$ cat src/common/mca_defines.svh
// constants for the commissioning and addressing command interpreter
// assumes a 10 MHz ref_clk and standard modbus rtu framing outside
`ifndef MCA_DEFINES_SVH
`define MCA_DEFINES_SVH

`define MCA_CLK_HZ          10000000
`define MCA_DEBOUNCE_MS     10
`define MCA_DEBOUNCE_CYC    (`MCA_DEBOUNCE_MS * (`MCA_CLK_HZ / 1000))

`define MCA_BCAST_ADDR      8'hff
`define MCA_FC_READ         8'h03
`define MCA_FC_WRITE        8'h06
`define MCA_FC_EXC_BIT      8'h80

`define MCA_IDX_DEFAULTS    16'h00bb
`define MCA_IDX_CUR_ADDR    16'h00bc
`define MCA_IDX_NEW_ADDR    16'h00bd
`define MCA_DEFAULTS_VAL    16'h0000
`define MCA_READ_QTY        16'h0001
`define MCA_READ_BYTES      8'h02

`define MCA_EXC_FUNC        8'h01
`define MCA_EXC_INDEX       8'h02
`define MCA_EXC_SWITCH      8'h08

`define MCA_CRC_INIT        16'hffff
`define MCA_CRC_POLY        16'ha001
`define MCA_ADDR_RST        8'h01

`define MCA_MIN_FRAME       4'h4
`define MCA_REQ_LEN         4'h8
`define MCA_LEN_EXC         3'h3
`define MCA_LEN_READ        3'h5
`define MCA_LEN_ECHO        3'h6

`endif

$ cat src/common/mca_pkg.sv
// types shared by the command interpreter files
// assumes nothing beyond the defines header
package mca_pkg;
   typedef enum logic [4:0] {
      MCA_S_RX    = 5'b00001,
      MCA_S_TX    = 5'b00010,
      MCA_S_CRCL  = 5'b00100,
      MCA_S_CRCH  = 5'b01000,
      MCA_S_DRAIN = 5'b10000
   } mca_state_e;
   typedef logic [7:0] mca_byte_t;
endpackage

$ cat src/rtl/mca_crc16_step.sv
// one byte step of the modbus rtu crc-16
// assumes the caller holds the running value in its own register
`timescale 1ns/10ps
`include "mca_defines.svh"
module mca_crc16_step
   import mca_pkg::*;
(
   input  wire logic [15:0] crc_in,
   input  wire mca_byte_t   data,
   output logic      [15:0] crc_out
);
   logic [15:0] c;

   // reflected polynomial, lsb first
   always_comb
   begin
      c = crc_in ^ {8'h00, data};
      for (int i = 0; i < 8; i++)
      begin
         if (c[0])
            c = (c >> 1) ^ `MCA_CRC_POLY;
         else
            c = c >> 1;
      end
      crc_out = c;
   end
endmodule

$ cat src/rtl/mca_core.sv
// modbus commissioning and addressing command interpreter, slave side
// assumes an outside uart delivers received bytes with a frame end
// strobe and an error flag, and takes reply bytes by valid/ready
`timescale 1ns/10ps
`include "mca_defines.svh"
module mca_core
   import mca_pkg::*;
#(
   parameter int DEBOUNCE_CYCLES = `MCA_DEBOUNCE_CYC
)
(
   input  wire logic       ref_clk,
   input  wire logic       reset,
   input  wire mca_byte_t  rx_byte,
   input  wire logic       rx_valid,
   input  wire logic       rx_err,
   input  wire logic       rx_end,
   input  wire logic       addr_enable_sw,
   input  wire logic       tx_ready,
   output mca_byte_t       tx_byte,
   output logic            tx_valid,
   output logic            tx_last,
   output mca_byte_t       slave_addr,
   output logic            defaults_pulse,
   output logic            sw_enabled
);

   ////////////////////////////////////////////////////////////////////
   mca_state_e  state_ff;
   mca_byte_t   rbuf_ff [8];
   logic [3:0]  cnt_ff;
   logic        err_ff;
   logic [15:0] rx_crc_ff;
   logic [15:0] nxt_rx_crc;
   mca_byte_t   tbuf_ff [6];
   logic [2:0]  tlen_ff;
   logic [2:0]  idx_ff;
   logic [15:0] tx_crc_ff;
   logic [15:0] nxt_tx_crc;
   mca_byte_t   tx_byte_ff;
   logic        tx_valid_ff;
   logic        tx_last_ff;
   mca_byte_t   addr_ff;
   logic        defaults_ff;
   logic        sw_meta_ff;
   logic        sw_sync_ff;
   logic        sw_stable_ff;
   logic [19:0] deb_cnt_ff;

   mca_crc16_step u_rx_crc
   (
      .crc_in  (rx_crc_ff),
      .data    (rx_byte),
      .crc_out (nxt_rx_crc)
   );

   mca_crc16_step u_tx_crc
   (
      .crc_in  (tx_crc_ff),
      .data    (tbuf_ff[idx_ff]),
      .crc_out (nxt_tx_crc)
   );

   ////////////////////////////////////////////////////////////////////
   // address switch: two-stage sync, then hold-off counter
   always_ff @(posedge ref_clk or posedge reset)
   begin
      if (reset)
      begin
         sw_meta_ff   <= 1'b0;
         sw_sync_ff   <= 1'b0;
         sw_stable_ff <= 1'b0;
         deb_cnt_ff   <= 20'h00000;
      end
      else
      begin
         sw_meta_ff <= addr_enable_sw;
         sw_sync_ff <= sw_meta_ff;
         if (sw_sync_ff == sw_stable_ff)
            deb_cnt_ff <= 20'h00000;
         else if (deb_cnt_ff >= 20'(DEBOUNCE_CYCLES - 1))
         begin
            sw_stable_ff <= sw_sync_ff;
            deb_cnt_ff   <= 20'h00000;
         end
         else
            deb_cnt_ff <= deb_cnt_ff + 20'h00001;
      end
   end

   ////////////////////////////////////////////////////////////////////
   // request decode at frame end
   mca_byte_t   fc;
   logic [15:0] idx;
   logic [15:0] val;
   logic        frame_ok;
   logic        go;
   logic        do_defaults;
   logic        do_addr;
   logic [2:0]  r_len;
   mca_byte_t   r_b [6];

   assign fc  = rbuf_ff[1];
   assign idx = {rbuf_ff[2], rbuf_ff[3]};
   assign val = {rbuf_ff[4], rbuf_ff[5]};
   // bad frames and frames for other addresses get no answer
   assign frame_ok = rx_end && state_ff == MCA_S_RX && !err_ff && !rx_err &&
                     cnt_ff >= `MCA_MIN_FRAME && cnt_ff <= `MCA_REQ_LEN &&
                     rx_crc_ff == 16'h0000 &&
                     rbuf_ff[0] == `MCA_BCAST_ADDR;

   always_comb
   begin
      go          = 1'b0;
      do_defaults = 1'b0;
      do_addr     = 1'b0;
      r_len       = `MCA_LEN_EXC;
      r_b[0]      = `MCA_BCAST_ADDR;
      r_b[1]      = fc | `MCA_FC_EXC_BIT;
      r_b[2]      = `MCA_EXC_FUNC;
      r_b[3]      = rbuf_ff[3];
      r_b[4]      = rbuf_ff[4];
      r_b[5]      = rbuf_ff[5];
      if (frame_ok)
      begin
         go = 1'b1;
         if (fc != `MCA_FC_READ && fc != `MCA_FC_WRITE)
            r_b[2] = `MCA_EXC_FUNC;
         else if (cnt_ff != `MCA_REQ_LEN)
            go = 1'b0; // short request is a format error
         else if (!sw_stable_ff)
            r_b[2] = `MCA_EXC_SWITCH; // nothing acted on
         else if (fc == `MCA_FC_READ)
         begin
            if (idx == `MCA_IDX_CUR_ADDR && val == `MCA_READ_QTY)
            begin
               r_len  = `MCA_LEN_READ;
               r_b[1] = fc;
               r_b[2] = `MCA_READ_BYTES;
               r_b[3] = 8'h00;
               r_b[4] = addr_ff;
            end
            else
               r_b[2] = `MCA_EXC_INDEX;
         end
         else if (idx == `MCA_IDX_DEFAULTS && val == `MCA_DEFAULTS_VAL)
         begin
            do_defaults = 1'b1;
            r_len       = `MCA_LEN_ECHO;
            r_b[1]      = fc;
            r_b[2]      = rbuf_ff[2];
         end
         else if (idx == `MCA_IDX_NEW_ADDR && val[15:8] == 8'h00)
         begin
            do_addr = 1'b1;
            r_len   = `MCA_LEN_ECHO;
            r_b[1]  = fc;
            r_b[2]  = rbuf_ff[2];
         end
         else
            r_b[2] = `MCA_EXC_INDEX;
      end
   end

   ////////////////////////////////////////////////////////////////////
   // receive collection; bytes arriving while a reply goes out are lost
   always_ff @(posedge ref_clk or posedge reset)
   begin
      if (reset)
      begin
         cnt_ff    <= 4'h0;
         err_ff    <= 1'b0;
         rx_crc_ff <= `MCA_CRC_INIT;
         for (int i = 0; i < 8; i++)
            rbuf_ff[i] <= 8'h00;
      end
      else if (state_ff != MCA_S_RX || rx_end)
      begin
         cnt_ff    <= 4'h0;
         err_ff    <= 1'b0;
         rx_crc_ff <= `MCA_CRC_INIT;
      end
      else
      begin
         if (rx_err)
            err_ff <= 1'b1;
         if (rx_valid)
         begin
            if (cnt_ff < `MCA_REQ_LEN)
               rbuf_ff[cnt_ff[2:0]] <= rx_byte;
            if (cnt_ff <= `MCA_REQ_LEN)
               cnt_ff <= cnt_ff + 4'h1;
            rx_crc_ff <= nxt_rx_crc;
         end
      end
   end

   ////////////////////////////////////////////////////////////////////
   // stored address and defaults strobe
   always_ff @(posedge ref_clk or posedge reset)
   begin
      if (reset)
      begin
         addr_ff     <= `MCA_ADDR_RST;
         defaults_ff <= 1'b0;
      end
      else
      begin
         defaults_ff <= do_defaults;
         if (do_addr)
            addr_ff <= val[7:0];
      end
   end

   ////////////////////////////////////////////////////////////////////
   // reply sender: body bytes, then crc low, then crc high
   logic can_load;
   assign can_load = !tx_valid_ff || tx_ready;

   always_ff @(posedge ref_clk or posedge reset)
   begin
      if (reset)
      begin
         state_ff    <= MCA_S_RX;
         tlen_ff     <= 3'h0;
         idx_ff      <= 3'h0;
         tx_crc_ff   <= `MCA_CRC_INIT;
         tx_byte_ff  <= 8'h00;
         tx_valid_ff <= 1'b0;
         tx_last_ff  <= 1'b0;
         for (int i = 0; i < 6; i++)
            tbuf_ff[i] <= 8'h00;
      end
      else
      begin
         unique case (state_ff)
            MCA_S_RX:
            begin
               if (go)
               begin
                  tbuf_ff   <= r_b;
                  tlen_ff   <= r_len;
                  idx_ff    <= 3'h0;
                  tx_crc_ff <= `MCA_CRC_INIT;
                  state_ff  <= MCA_S_TX;
               end
            end
            MCA_S_TX:
            begin
               if (can_load)
               begin
                  tx_byte_ff  <= tbuf_ff[idx_ff];
                  tx_valid_ff <= 1'b1;
                  tx_crc_ff   <= nxt_tx_crc;
                  idx_ff      <= idx_ff + 3'h1;
                  if (idx_ff == tlen_ff - 3'h1)
                     state_ff <= MCA_S_CRCL;
               end
            end
            MCA_S_CRCL:
            begin
               if (can_load)
               begin
                  tx_byte_ff <= tx_crc_ff[7:0];
                  state_ff   <= MCA_S_CRCH;
               end
            end
            MCA_S_CRCH:
            begin
               if (can_load)
               begin
                  tx_byte_ff <= tx_crc_ff[15:8];
                  tx_last_ff <= 1'b1;
                  state_ff   <= MCA_S_DRAIN;
               end
            end
            MCA_S_DRAIN:
            begin
               if (tx_ready)
               begin
                  tx_valid_ff <= 1'b0;
                  tx_last_ff  <= 1'b0;
                  state_ff    <= MCA_S_RX;
               end
            end
         endcase
      end
   end

   ////////////////////////////////////////////////////////////////////
   assign tx_byte        = tx_byte_ff;
   assign tx_valid       = tx_valid_ff;
   assign tx_last        = tx_last_ff;
   assign slave_addr     = addr_ff;
   assign defaults_pulse = defaults_ff;
   assign sw_enabled     = sw_stable_ff;
endmodule

$ cat config.mk
export PLATFORM = sky130hd
export DESIGN_NAME = mca_core
export DESIGN_NICKNAME = d
export VERILOG_FILES = /design/src/common/mca_pkg.sv /design/src/rtl/mca_crc16_step.sv /design/src/rtl/mca_core.sv
export VERILOG_INCLUDE_DIRS = /design/src /design/src/common
export SDC_FILE = /design/constraint.sdc
export NUM_CORES = 1
export LEC_CHECK = 0
export ABC_AREA = 1
export ABC_CLOCK_PERIOD_IN_PS = 6700
export BUFFER_PORTS_ARGS = -buffer_cell sky130_fd_sc_hd__buf_2
export CAP_MARGIN = 20
export CORE_MARGIN = 5
export CORE_UTILIZATION = 55
export DETAILED_ROUTE_END_ITERATION = 8
export PLACE_DENSITY = 0.72
export SKIP_LAST_GASP = 1
export SLEW_MARGIN = 5
export SYNTH_ARGS = -nofsm -noshare
export SYNTH_HDL_FRONTEND = slang
export SYNTH_HIERARCHICAL = 1
export SYNTH_SLANG_ARGS = --single-unit
export TNS_END_PERCENT = 10
$ cat constraint.sdc
create_clock -name ref_clk -period 6.7 [get_ports ref_clk]
set_input_delay 0 -clock ref_clk [delete_from_list [all_inputs] [get_ports ref_clk]]
set_output_delay 0 -clock ref_clk [all_outputs]
set_load 0.01 [all_outputs]
Yosys cells after proc, flatten, opt, wreduce, memory -nomap -nowiden
Index checks and enable logic that the tools add are counted.
{"block": "op_classes", "bitwise_logic": 22, "mux": 91, "eq_ne": 23, "add_sub_neg": 4, "magnitude_cmp": 7, "reduce_logical": 36}
{"cell": "$mux 16", "count": 26}
{"cell": "$mux 8", "count": 13}
{"cell": "$bwmux 64", "count": 1}
{"cell": "$mux 32", "count": 2}
{"cell": "$eq 16x8->1 const B", "count": 3}
{"cell": "$not 2->3", "count": 16}
{"cell": "$mux 20", "count": 2}
{"cell": "$logic_not 16->1", "count": 2}
{"cell": "$pmux 16 s2", "count": 1}
{"cell": "$xor 16x8->16", "count": 2}
{"cell": "$mux 3", "count": 10}
{"cell": "$mux 5", "count": 6}
{"cell": "$pmux 5 s5", "count": 1}
{"cell": "$bmux 8 s3", "count": 1}
{"cell": "$demux 8 s3", "count": 1}
{"cell": "$pmux 8 s3", "count": 1}
{"cell": "$add 20x1->20 const B", "count": 1}
{"cell": "$ge 20x17->1 const B", "count": 1}
{"cell": "$mux 1", "count": 20}
{"cell": "$eq 16x1->1 const B", "count": 1}
{"cell": "$logic_and 1x1->1", "count": 12}
{"cell": "$mux 4", "count": 3}
{"cell": "$ne 2x2->1 const B", "count": 6}
{"cell": "$reduce_and 3->1", "count": 4}
{"cell": "other kinds (33)", "count": 47}
{"block": "word_totals", "word_cells": 213, "output_inout_bits": 20, "ff_bits": 195}

Longest topological paths before layout
Gate-level depths: netlist of the first run.
{"block": "logic_depth", "depth_word": 23, "ltp_mapped": 22, "ltp_nobuf": 21}

By module
Netlist of the first run, hierarchy kept.
{"module": "mca_core", "area_per_inst_um2": 8170.3, "cells_each": 950, "n_inst": 1}
{"module": "mca_crc16_step", "area_per_inst_um2": 445.4, "cells_each": 65, "n_inst": 2}

Least setup slack after synthesis of the first run
OpenSTA, ideal clock, no wires.
{"block": "synth_path", "path_type": "reg-to-reg", "start": "register idx_ff[0]", "end": "register tx_crc_ff[0]", "required_ns": 6.627, "arrival_ns": 2.350, "n_path_buf": 2, "path_slack_ns": 4.277, "period_less_slack_ns": 2.423, "path_stages_with_launch": 22, "path_cell_list": "dfrtp_1 -> buf_2 -> clkinv_1 -> clkbuf_1 -> nor2_1 -> o22ai_1 -> nand2_1 -> o21ai_0 -> inv_1 -> nand2_1 -> nand2_1 -> nand2_4 -> nand2_4 -> nand2_2 -> nand3_1 -> nand3_2 -> nand3_1 -> nand2_2 -> nand2_1 -> nand2_1 -> nor2_1 -> a21oi_1"}
{"block": "synth_between", "elab_chain_len": 16, "elab_cells_between_ends": 22}
{"item": "start: declaration", "line_no": "mca_core.sv:37", "rtl": "logic [2:0] idx_ff;"}
{"item": "start signal: assignment", "line_no": "mca_core.sv:255", "rtl": "idx_ff <= idx_ff + 3'h1;"}
{"item": "$not 3->4 (implied by the code) (*)", "line_no": "mca_core.sv:60", "rtl": ".data (tbuf_ff[idx_ff]),"}
{"item": "$bmux 8 s3 (*)", "line_no": "mca_core.sv:60"}
{"item": "$mux 8 (implied by the code) (*) (2 in a row)", "line_no": "mca_core.sv:60"}
{"item": "$xor 16x8->16 (*)", "line_no": "mca_crc16_step.sv:17", "rtl": "c = crc_in ^ {8'h00, data};"}
{"item": "$mux 16 (*) (6 in a row)", "line_no": "mca_crc16_step.sv:20", "rtl": "if (c[0])"}
{"item": "$not 2->3 (no source line) / $mux 16 (equally long branches)"}
{"item": "$mux 16 (*) (2 in a row)", "line_no": "mca_crc16_step.sv:20"}
{"item": "net nxt_tx_crc[0]", "line_no": "mca_core.sv:39", "rtl": "logic [15:0] nxt_tx_crc;"}
{"item": "$mux 16 (*)", "line_no": "mca_core.sv:250", "rtl": "if (can_load)"}
{"item": "$pmux 16 s2 (*)", "line_no": "mca_core.sv:236", "rtl": "unique case (state_ff)"}
{"item": "end signal: assignment", "line_no": "mca_core.sv:227", "rtl": "tx_crc_ff <= `MCA_CRC_INIT;"}
{"item": "end signal: assignment", "line_no": "mca_core.sv:244", "rtl": "tx_crc_ff <= `MCA_CRC_INIT;"}
{"item": "end signal: assignment", "line_no": "mca_core.sv:254", "rtl": "tx_crc_ff <= nxt_tx_crc;"}
{"item": "end: declaration", "line_no": "mca_core.sv:38", "rtl": "logic [15:0] tx_crc_ff;"}
The timed path passes the listed nets; every way through them passes the cells marked *. The select of a mux whose other input is x is not followed.
A chain may end at the register's enable or synchronous reset.

Worst setup path in the final report of the first run
Ends and elaborated chain as after synthesis.

==> impl_results.md, run 1 <==
* Worst-Skew Late Latency at 440 ps
* Core region area at 0.0163 sq mm
* Top post-synthesis cells by area: dfrtp_1 40%, nand2_1 9.9%, dfstp_2 9.9%
* Number of synthesized flops with an enable pin at 0
* Total number of vias at 7034
* Total track usage at 0.216
* Port bufs at 34
* CTS Buffer Depth at 2
* Post-CTS Setup Repair Bufs at 0
* Clk_skew at 10.9 ps
* Buf/Inv on CP at 1
* Initial antenna violation count at 0
* Wire per inst at 14.9 microns
* # hold bufs at CTS at 9
* Synth Cell Area at between 0.009 and 0.01 sq mm
* RD Place Congestion at just over 0.9
* Post-CTS resize count at 0
* Rows at 47
* Critical-path maximum fanout at 28
* Fin crit period at 3320 ps
* Top_reg_cell synth: dfrtp_1
* Max-Cap Viols at 0
* Pwr Density at 375 mW/mm^2
* Area share of the largest cell type after synthesis at 0.400
* CTS sink cnt at about 180
* CP Capture Type: flip-flop
* Worst vdd ir at 262 uV
* Synth cell count leaders: 240 x nand2_1, 145 x dfrtp_1, 120 x inv_1, 114 x nor2_1, 63 x o21ai_0
* GRT Residual Overflow at 0
* Max Clk Rate at 301 MHz
* Most common cell in the netlist: nand2_1
* Status: completed
* CTS tree: done
* P&R area growth vs syn at 11.5%
* DRC at 0
* Number of distinct library cells after synthesis at 41
* # setup viols final at 0
* Root buffer cell: clkbuf_16
* First-pass GRT wire length at 34000 microns
* Vias in the first global route at a little under 7000
* Die Area at between 0.015 and 0.02 sq mm
* Die Ht at approximately 140 microns
* Final Routed Wirelength at 20000 microns
* CP max stage delay at 700 ps
* CP arrival at 3700 ps
* Synth Register Bits at 179
* Share of cells above drive strength 1 at 0.151
* Pre-Repair DR Iteration Count at 5
* Most frequent CP cell: nand2_1
* Average size of a mapped cell at 8.39 sq um
* Worst-Margin Slew at between 900 and 1000 ps
* Reg clk slew, reported paths at around 70 ps
* Post-synth top area cell: dfrtp_1
* Max_slew headroom at 0.363
* Setup crit start kind: flip-flop
* Syn Inst Count at between 1000 and 1500
* Unrepaired setup endpoints after global routing: no
* Min-Delay Path Class: in -> reg
* Htree depth at 4
* Nets@finish at 1129
* Worst path cell trace: clkinv_1, o21ai_0, o21ai_0, nand2_1, nand2_1, xnor2_1, xnor2_1, nand3_1, nand2_2, nand2_2, nand2_2, nand2_1, nand2_1, nor2_1, a21oi_1
* Avg Vias per Cell at about 5.2
* Seq/Total Area, Yosys at 0.499
* Fin. Hold Viols at 0
* DR iter-0 viols at approximately 460
* CTS buffer count at 17
* WP data required at 7070 ps
* Post-layout util at 0.618
* CP max stage cell: clkinv_1
* Setup TNS at 0 ps
* Slew Limit Fails at 0
* Final ANT Viol Nets at 0
* I/O Pins at 35
* Warnings, synthesis at 6
* Period Utilization, post-route at 0.496
* Die W at 138 microns
* Initial Util at 0.554
* DP HPWL at roughly 14000 microns
* Pleak at 4.81 nW
* Ant. Diodes at 0
* Cell family with most CP delay: simple AND/OR/NAND/NOR gates
* Post-synth ARST share at 1.00
* CP Class: reg -> reg
* Largest net degree at the start of global routing at 109
## placed cells by master (no fill, tap or decap), drive strengths merged
cell	synthesis	final
o211ai	7	7
clkinvlp	0	2
a21oi	43	43
o22a	15	15
o21ai	117	117
bufinv	0	6
inv	131	136
nor3	18	18
dlygate4sd3	0	9
clkbuf	12	18
buf	24	35
a21boi	8	8
dfstp	34	34
dfrtp	145	145
or2	1	1
xor2	28	28
conb	1	3
nand3	54	54
nand2	267	267
clkinv	2	3
nor3b	3	3
nor2	120	120
xnor2	15	15
ha	5	5
nand4	9	9
a211oi	1	1
o21bai	2	2
a31oi	5	5
and3	2	2
o22ai	11	11
## layout make-up
class                   instances  area [sq um]
repair buffers                 44           268
fillers                      1442          6240
inverters                     133           504
flip-flops and latches        179          4520
clock buffers                  18           439
multi-input cells             734          3850
well taps                     220           275
clock inverters                14           246
## cells by family (layout without fill, tap and decap cells)
logic type,Yosys count,count (layout),synth area share
fa+ha+maj,5,5,0.00690
other cells,1,3,0.000414
flops,179,179,0.499
xor+xnor,43,43,0.0449
simple gates,474,474,0.243
compound gates,209,209,0.129
buf+inv,169,209,0.0769
## tightest hold or removal path: stages
cell     delay, ps
buf_2          100
inv_1          150
o21ai_1        160
## state kept, by name (all words and copies together) (netlist names)
register / flops
tx_valid: 1
idx: 16
tx_last: 1
tx_byte: 8
err_ff: 1
tx_crc_ff: 16
rx_crc_ff: 16
cnt_ff: 4
deb_cnt_ff: 20
sw_sync_ff: 1
r_b: 8
idx_ff: 3
sw_enabled: 1
defaults_pulse: 1
state_ff: 5
fc: 8
tbuf_ff: 41
sw_meta_ff: 1
slave_addr: 8
rbuf_ff: 16
tlen_ff: 3
## stage by stage
step / power (W) / cells / hold WS, ps / worst slack [ps] / instance area [sq um]
after floorplan: 0.00238 / 1082 / 31.4 / 1900 / 9070
final: 0.00379 / 1342 / 16.2 / 3380 / 10100
after global routing: 0.00401 / 1342 / 29.9 / 2970 / 10100
after global placement: 0.00258 / 1301 / 123 / 3660 / 9330
after CTS: 0.00379 / 1342 / 8.20 / 3440 / 10100
after detailed placement: 0.00262 / 1301 / 120 / 3460 / 9330
## layer usage
layer	wire (microns)	track usage
met5	0	0
met4	406	0.0733
met3	599	0.0356
met2	9510	0.347
met1	9450	0.300
## worst paths after layout
check	startpoint	endpoint	slack (ps)	cells past startpoint
worst max-delay path	idx_ff[0]	tx_crc_ff[0]	3380	15
worst min-delay path	rx_byte[5]	r_b[5]	20	3
worst max register to register	idx_ff[0]	tx_crc_ff[0]	3380	15
worst min register to register	sw_meta_ff	sw_sync_ff	350	0
max in group asynchronous	reset	tx_byte[5]	4860	4
min in group asynchronous	reset	deb_cnt_ff[3]	370	3
## where the power goes
group	internal, W	leakage, nW	switching, W
combinational	0.000470	2.24	0.000860
clock	0.000716	0.330	0.000441
sequential	0.00121	2.24	0.0000873
total	0.00240	4.81	0.00139
No activity file was read; power rests on OpenSTA's default activity.
==> run 2, diff against run 1 <==
- ABC_AREA: 1 -> 0
- ABC_CLOCK_PERIOD_IN_PS: 6700 -> 2750
- PLACE_DENSITY: 0.72 -> 0.75
- clock period: 6.7 -> 2.75 ns (I/O delays scaled with it)
==> run 2 against run 1 <==
Effect of this change: clock skew shrank 0.97 ps; sequential share of layout area hardly changed; power increased by 77%; highest routed layer unchanged; critical endpoint unchanged; via count shrank 13%; first-iteration DRC count up 6.1%; non-clock buffer count up 23; critical path depth decreased by 6; wire length is 2.0% higher; largest cell class unchanged.
==> impl_results.md, run 2 <==
* Critical-path maximum fanout at 19 (was 28)
* CP Capture Type: flip-flop (unchanged)
* Simple-gate portion of the synthesized area at 0.154 (was 0.243)
* Psw at 0.00162 W (was 0.00139 W)
* Sequential Power Share at 0.456 (was 0.344)
* WP data required at 3100 ps (was 7070 ps)
* Post-CTS Setup Repair Bufs at 0 (unchanged)
* R2R setup slack at 110 ps (was 3380 ps)
* Total number of vias at 6148 (was 7034)
* Min-Delay Path Class: in -> reg (unchanged)
* RD Place Congestion at 0.920 (was 0.929)
* Largest net degree at the start of global routing at 63 (was 109)
* Number of distinct library cells after synthesis at 72 (was 41)
* Die W at 137 microns (was 138 microns)
* Pleak at 4.45 nW (was 4.81 nW)
* Clock network power share at 0.432 (was 0.305)
* Top post-synthesis cells by area: dfrtp_1 41%, dfstp_2 10%, mux2_2 6.9% (was dfrtp_1 40%, nand2_1 9.9%, dfstp_2 9.9%)
* DP HPWL at 14400 microns (was 13600 microns)
* Ant. Diodes at 0 (unchanged)
* Max reg flops at 41 (unchanged)
* P&R area growth vs syn at 14.1% (was 11.5%)
* I/O Pins at 35 (unchanged)
* Max-Cap Viols at 0 (unchanged)
* Root buffer cell: clkbuf_16 (unchanged)
* Avg Vias per Cell at 5.89 (was 5.24)
* Reg2reg path depth at 9 (was 15)
* Period Utilization, post-route at 0.962 (was 0.496)
* Most common cell in the netlist: dfrtp_1 (was nand2_1)
* Post-synth ARST share at 1.00 (unchanged)
* Number of synthesized flops with an enable pin at 0 (unchanged)
* Sw Ratio at 0.242 (was 0.367)
* Most common cell after layout, fill and taps aside: dfrtp_1 (was nand2_1)
* Slew Limit Fails at 0 (unchanged)
* Largest reg by FF count: tbuf_ff (unchanged)
* Wire per inst at 19.5 microns (was 14.9 microns)
* CTS Buffer Depth at 2 (unchanged)
* Worst vdd ir at 600 uV (was 262 uV)
* Worst R2R Start: idx_ff[1] (was idx_ff[0])
* # setup viols final at 0 (unchanged)
* First-pass GRT wire length at 33300 microns (was 34000 microns)
* Status: completed (unchanged)
* Area share of the largest cell type after synthesis at 0.409 (was 0.400)
* Syn Inst Count at 771 (was 1080)
* Hold Path Cell Cnt at 2 (was 3)
* Most frequent cells in the layout: 145 x dfrtp_1, 81 x nor2_1, 54 x mux2_2 (was 240 x nand2_1, 145 x dfrtp_1, 119 x inv_1)
* Clk_skew at 9.98 ps (was 10.9 ps)
* CTS sink cnt at 179 (unchanged)
* Core region area at 0.0158 sq mm (was 0.0163 sq mm)
* Setup crit start kind: flip-flop (unchanged)
* GRT Residual Overflow at 0 (unchanged)
* Fin. Hold Viols at 0 (unchanged)
* Top_reg_cell synth: dfrtp_1 (unchanged)
* Worst hold start: rx_byte[6] (was rx_byte[5])
* Final ANT Viol Nets at 0 (unchanged)
* Die Ht at 137 microns (was 138 microns)
* Synth cell count leaders: 145 x dfrtp_1, 81 x nor2_1, 54 x mux2_2, 48 x nand2_1, 38 x xnor2_1 (was 240 x nand2_1, 145 x dfrtp_1, 120 x inv_1, 114 x nor2_1, 63 x o21ai_0)
* Pre-Repair DR Iteration Count at 5 (unchanged)
* DR iter-0 viols at 484 (was 456)
* Post-synth top area cell: dfrtp_1 (unchanged)
* Max_slew headroom at 0.389 (was 0.363)
* Initial Util at 0.560 (was 0.554)
* Fraction of the mapped netlist area in adder cells at 0.00706 (was 0.00690)
* Synth Register Bits at 179 (unchanged)
* Total track usage at 0.230 (was 0.216)
* Unrepaired setup endpoints after global routing: no (unchanged)
* Die Area at 0.0188 sq mm (was 0.0191 sq mm)
* Warnings, synthesis at 6 (unchanged)
* Share of cells above drive strength 1 at 0.260 (was 0.151)
* CTS buffer count at 17 (unchanged)
* Port bufs at 34 (unchanged)
* Rows at 46 (was 47)
* Vias in the first global route at 6277 (was 6812)
* CTS tree: done (unchanged)
* XOR/XNOR Fraction of Synth Area at 0.0813 (was 0.0449)
* Seq/Total Area, Yosys at 0.510 (was 0.499)
* Largest family of logic cells by synthesized area: simple AND/OR/NAND/NOR gates (unchanged)
* Worst-Margin Slew at 914 ps (was 955 ps)
* CP arrival at 2990 ps (was 3700 ps)
* Mux cell area share after synthesis at 0.144 (was 0)
* Power, Total at 0.00670 W (was 0.00379 W)
* Synth Cell Area at 0.00886 sq mm (was 0.00906 sq mm)
* DRC at 0 (unchanged)
* FILL cells at 1207 (was 1442)
* Top Registers: tbuf_ff: 41 flops, deb_cnt_ff: 20 flops (unchanged)
* Average size of a mapped cell at 11.5 sq um (was 8.39 sq um)
* Setup TNS at 0 ps (unchanged)
* Initial antenna violation count at 0 (unchanged)
* Synth Area in Compound Gates at 0.0707 (was 0.129)
* Pwr Density at 663 mW/mm^2 (was 375 mW/mm^2)
* Int Power at 0.00508 W (was 0.00240 W)
* CP Class: reg -> reg (unchanged)
* Reg clk slew, reported paths at 60 ps (was 70 ps)
* Fin crit period at 2640 ps (was 3320 ps)
* Worst-Skew Late Latency at 430 ps (was 440 ps)
* R2r endpoint: tx_crc_ff[0] (unchanged)
* Htree depth at 4 (unchanged)
* Final Routed Wirelength at 20400 microns (was 20000 microns)
* Nets@finish at 834 (was 1129)
* Combinational share of power at 0.112 (was 0.351)
* Max Clk Rate at 378 MHz (was 301 MHz)
* Hold EP: idx[14] (was r_b[5])
run 2: changes by cell type after synthesis, moves of 19 or more:
cell and change:
a21oi_1 -19, inv_1 -107, mux2_2 +54, mux2i_1 +24, nand2_1 -192, nor2_1 -33
o21ai_0 -38, o21ai_1 -52, xnor2_1 +27
run 2: worst max-delay path by stage:
stage	cells past startpoint	to	slack, ps	startpoint
floorplan	11	tx_crc_ff[0]	140	idx_ff[0]
global placement	9	tx_crc_ff[0]	220	idx_ff[1]
detailed placement	5	slave_addr[6]	150	fc[3]
CTS	5	slave_addr[3]	140	fc[7]
global route	9	tx_crc_ff[0]	20	idx_ff[1]
finish	9	tx_crc_ff[0]	110	idx_ff[1]
run 2: cells by family (layout without fill, tap and decap cells):
logic type | after synthesis | in the layout
xor gates and xnor gates | 74 | 74
other | 1 | 3
buffers and inverters | 58 | 112
and+or+nand+nor | 248 | 248
DFF | 179 | 179
muxes | 106 | 106
adders and majority gates | 5 | 5
AOI/OAI and AO/OA | 100 | 100
run 2: power groups by stage:
stage | combinational [W] | clock [W] | sequential (W)
2_1_floorplan | 0.000602 | 0 | 0.00302
3_3_place_gp | 0.000696 | 0 | 0.00308
3_5_place_dp | 0.000727 | 0 | 0.00309
4_1_cts | 0.000754 | 0.00292 | 0.00305
5_1_grt | 0.000827 | 0.00305 | 0.00308
6_report | 0.000749 | 0.00289 | 0.00306
run 2: through the flow:
stage | util | hold slack [ps] | cell area [sq um] | cells | setup WS, ps
after floorplan | - | 31.4 | 8870 | 773 | 139
after global placement | 0.586 | 112 | 9280 | 1000 | 216
after detailed placement | 0.586 | 115 | 9280 | 1000 | 153
after CTS | 0.638 | 4.83 | 10100 | 1043 | 137
after global routing | 0.639 | 20.0 | 10100 | 1043 | 21.4
final | 0.639 | 37.2 | 10100 | 1043 | 105
run 2: routing by layer:
| metal | up-vias | wire length (microns) | part of all wire | GRT usage |
|---|---|---|---|---|
| li1 | 2804 | - | - | - |
| met1 | 3107 | 8660 | 0.43 | 0.297 |
| met2 | 200 | 10200 | 0.50 | 0.385 |
| met3 | 37 | 1030 | 0.051 | 0.0566 |
| met4 | 0 | 453 | 0.022 | 0.0743 |
| met5 | - | 0 | 0 | 0 |
run 2: timing repair:
item | CTS | global route
hold buffers | 11 | 0
hold endpoints to repair | 73 | 0
endpoints found under the setup margin | 0 | 5
resized for setup | 0 | 1
run 2: layout make-up:
type                       instances  area [sq um]  share of cell area
sequential                       179          4520               0.447
multi-input combinational        536          4070               0.403
timing repair buffer              67           483              0.0478
clock buffer                      18           439              0.0434
clock inverter                    14           270              0.0267
tap                              216           270              0.0267
inverter                          13          52.6             0.00520
run 2: worst max-delay path, cell delays in order, from the launching register on:
cell and delay (ps):
dfrtp_1 370, buf_12 160, mux4_2 500, o21a_1 210
xor2_1 290, xnor2_1 180, xnor2_2 290, xnor3_1 360
nor2_1 130, a21oi_1 60
==> run 3, diff against run 2 <==
--- a/config.mk
+++ b/config.mk
@@ -14,2 +14,3 @@
 export CORE_UTILIZATION = 55
+export CTS_CLUSTER_SIZE = 40
 export DETAILED_ROUTE_END_ITERATION = 8
==> constraint.sdc (replaced) <==
create_clock -name ref_clk -period 2.75 [get_ports ref_clk]
set_input_delay 0.1375 -clock ref_clk [delete_from_list [all_inputs] [get_ports ref_clk]]
set_output_delay 0.1375 -clock ref_clk [all_outputs]
set_load 0.02 [all_outputs]
==> run 3 against run 2 <==
Effect of this change: sequential power about the same; via count decreased by 0.62%; critical endpoint unchanged; non-clock buffer count decreased by 6; register-to-register slack about the same; highest routed layer unchanged; largest cell class unchanged.
==> impl_results.md, run 3 (synthesis results as in run 2) <==
* Final ANT Viol Nets at 0 (unchanged)
* Smallest hold slack at 89.2 ps (was 37.2 ps)
* Max-Cap Viols at 0 (unchanged)
* WP data required at 3100 ps (about the same)
* Worst-Margin Slew at 833 ps (was 914 ps)
* Pre-CTS worst setup slack at 158 ps (was 153 ps)
* Die Ht at 137 microns (unchanged)
* Pleak at 4.37 nW (was 4.45 nW)
* Wire per inst at 19.3 microns (was 19.5 microns)
* Htree depth at 4 (unchanged)
* RD Place Congestion at 0.907 (was 0.920)
* CTS tree: done (unchanged)
* Initial Util at 0.560 (unchanged)
* Die W at 137 microns (unchanged)
* Worst path cell trace: buf_12, mux4_2, o21a_1, xnor2_1, xor2_1, xnor2_1, xnor3_1, nor2_1, a21oi_1 (was buf_12, mux4_2, o21a_1, xor2_1, xnor2_1, xnor2_2, xnor3_1, nor2_1, a21oi_1)
* Most frequent CP cell: xnor2_1
* Reg2reg path depth at 9 (unchanged)
* Setup crit start kind: flip-flop (unchanged)
* Largest net degree at the start of global routing at 75 (was 63)
* CP Class: reg -> reg (unchanged)
* Rows at 46 (unchanged)
* # setup viols final at 0 (unchanged)
* Max reg flops at 41 (unchanged)
* Most common cell after layout, fill and taps aside: dfrtp_1 (unchanged)
* First-pass GRT wire length at 33500 microns (was 33300 microns)
* Total track usage at 0.230 (about the same)
* DP HPWL at 14300 microns (was 14400 microns)
* CP arrival at 2990 ps (about the same)
* Int Power at 0.00457 W (was 0.00508 W)
* Reg area at 0.00452 sq mm (unchanged)
* Share of cells above drive strength 1 at 0.258 (was 0.260)
* Sequential Power Share at 0.496 (was 0.456)
* CTS Buffer Depth at 2 (unchanged)
* Avg Vias per Cell at 5.89 (about the same)
* Final worst setup slack at 112 ps (was 105 ps)
* Critical-path maximum fanout at 19 (unchanged)
* Period Utilization, post-route at 0.959 (was 0.962)
* GRT Residual Overflow at 0 (unchanged)
* Largest reg by FF count: tbuf_ff (unchanged)
* FILL cells at 1224 (was 1207)
* Clk_skew at 8.44 ps (was 9.98 ps)
* P&R area growth vs syn at 11.9% (was 14.1%)
* CP max stage delay at 510 ps (was 500 ps)
* DRC at 0 (unchanged)
* Fin. Hold Viols at 0 (unchanged)
* Setup TNS at 0 ps (unchanged)
* Reg clk slew, reported paths at 70 ps (was 60 ps)
* Final Routed Wirelength at 20000 microns (was 20400 microns)
* Finished Cell Area at 0.00991 sq mm (was 0.0101 sq mm)
* R2R setup slack at 110 ps (about the same)
* Total number of vias at 6110 (was 6148)
* Port bufs at 34 (unchanged)
* R2r endpoint: tx_crc_ff[0] (unchanged)
* Combinational share of power at 0.122 (was 0.112)
* Pre-Repair DR Iteration Count at 5 (unchanged)
* Fin crit period at 2640 ps (about the same)
* Unrepaired setup endpoints after global routing: no (unchanged)
* Slew Limit Fails at 0 (unchanged)
* Worst R2R Start: idx_ff[1] (unchanged)
* CP Capture Type: flip-flop (unchanged)
* Area of the multi-input gates at 0.00407 sq mm (about the same)
* CTS sink cnt at 179 (unchanged)
* Top Registers: tbuf_ff: 41 flops, deb_cnt_ff: 20 flops (unchanged)
* CP max stage cell: mux4_2 (unchanged)
* Crit. Startpoint: idx_ff[1] (unchanged)
* Psw at 0.00159 W (was 0.00162 W)
* CTS buffer count at 17 (unchanged)
* Min-Delay Path Class: in -> reg (unchanged)
* Worst-Skew Late Latency at 430 ps (about the same)
* Initial antenna violation count at 0 (unchanged)
* Root buffer cell: clkbuf_16 (unchanged)
* I/O Pins at 35 (unchanged)
* Ant. Diodes at 0 (unchanged)
* Core region area at 0.0158 sq mm (unchanged)
* Die Area at 0.0188 sq mm (unchanged)
* Max_slew headroom at 0.443 (was 0.389)
* Worst vdd ir at 465 uV (was 600 uV)
* Max Clk Rate at 379 MHz (was 378 MHz)
* Clock network power share at 0.383 (was 0.432)
* Most frequent cells in the layout: 145 x dfrtp_1, 81 x nor2_1, 54 x mux2_2 (unchanged)
* Vias in the first global route at 6260 (was 6277)
* Worst Setup EP: tx_crc_ff[0] (unchanged)
* Pwr Density at 621 mW/mm^2 (was 663 mW/mm^2)
* Sw Ratio at 0.258 (was 0.242)
* Status: completed (unchanged)
* Placed cell area at 0.00930 sq mm (was 0.00928 sq mm)
* Nets@finish at 828 (was 834)
* DR iter-0 viols at 475 (was 484)
==> run 3: area by class of cell <==
| cell class | instances | area share |
|---|---|---|
| clock buffers | 23 | 0.0482 |
| clock inverters | 9 | 0.00946 |
| inverters | 13 | 0.00530 |
| multi-input cells | 536 | 0.410 |
| flip-flops and latches | 179 | 0.456 |
| well taps | 216 | 0.0273 |
| repair buffers | 61 | 0.0437 |
==> run 3: worst min path at each step <==
| stage | from | to | slack, ps | cells after the start |
|---|---|---|---|---|
| CTS | rx_byte[1] | idx[9] | 80 | 2 |
| detailed placement | addr_enable_sw | sw_meta_ff | 250 | 1 |
| floorplan | addr_enable_sw | sw_meta_ff | 170 | 0 |
| global route | rx_byte[1] | idx[9] | 80 | 2 |
| finish | rx_byte[0] | idx[8] | 90 | 2 |
| global placement | addr_enable_sw | sw_meta_ff | 250 | 1 |
==> run 3: worst max-delay path: cells and delay by family (launching register included) <==
family / cells / cell delay (ps)
XOR/XNOR: 4 / 1120
multiplexers: 1 / 510
flip-flops: 1 / 370
AO/OA/AOI/OAI: 2 / 280
buffers and inverters: 1 / 160
AND/OR/NAND/NOR: 1 / 120
==> run 3: timing repair <==
item,in CTS,in global routing
hold endpoints to repair,31,0
resized for setup,0,0
buffers inserted,0,0
hold buffers,4,0
==> run 3: power by group through the flow <==
stage / logic [W] / registers [W] / clock network (W)
after floorplan: 0.000602 / 0.00302 / 0
after global placement: 0.000704 / 0.00307 / 0
after detailed placement: 0.000743 / 0.00309 / 0
after CTS: 0.000755 / 0.00305 / 0.00239
after global routing: 0.000828 / 0.00308 / 0.00252
final: 0.000749 / 0.00305 / 0.00236
==> run 3: metrics by stage <==
stage	util	instances	total power, W
floorplan	-	773	0.00362
global placement	0.588	1001	0.00378
detailed placement	0.588	1001	0.00384
CTS	0.626	1037	0.00620
global route	0.626	1037	0.00643
finish	0.626	1037	0.00616
==> run 3: layer usage <==
layer	track usage	share of wire	up-vias
met5	0	0	-
met4	0.0837	0.021	0
met3	0.0456	0.044	35
met2	0.366	0.49	178
met1	0.315	0.44	3106
li1	-	-	2791
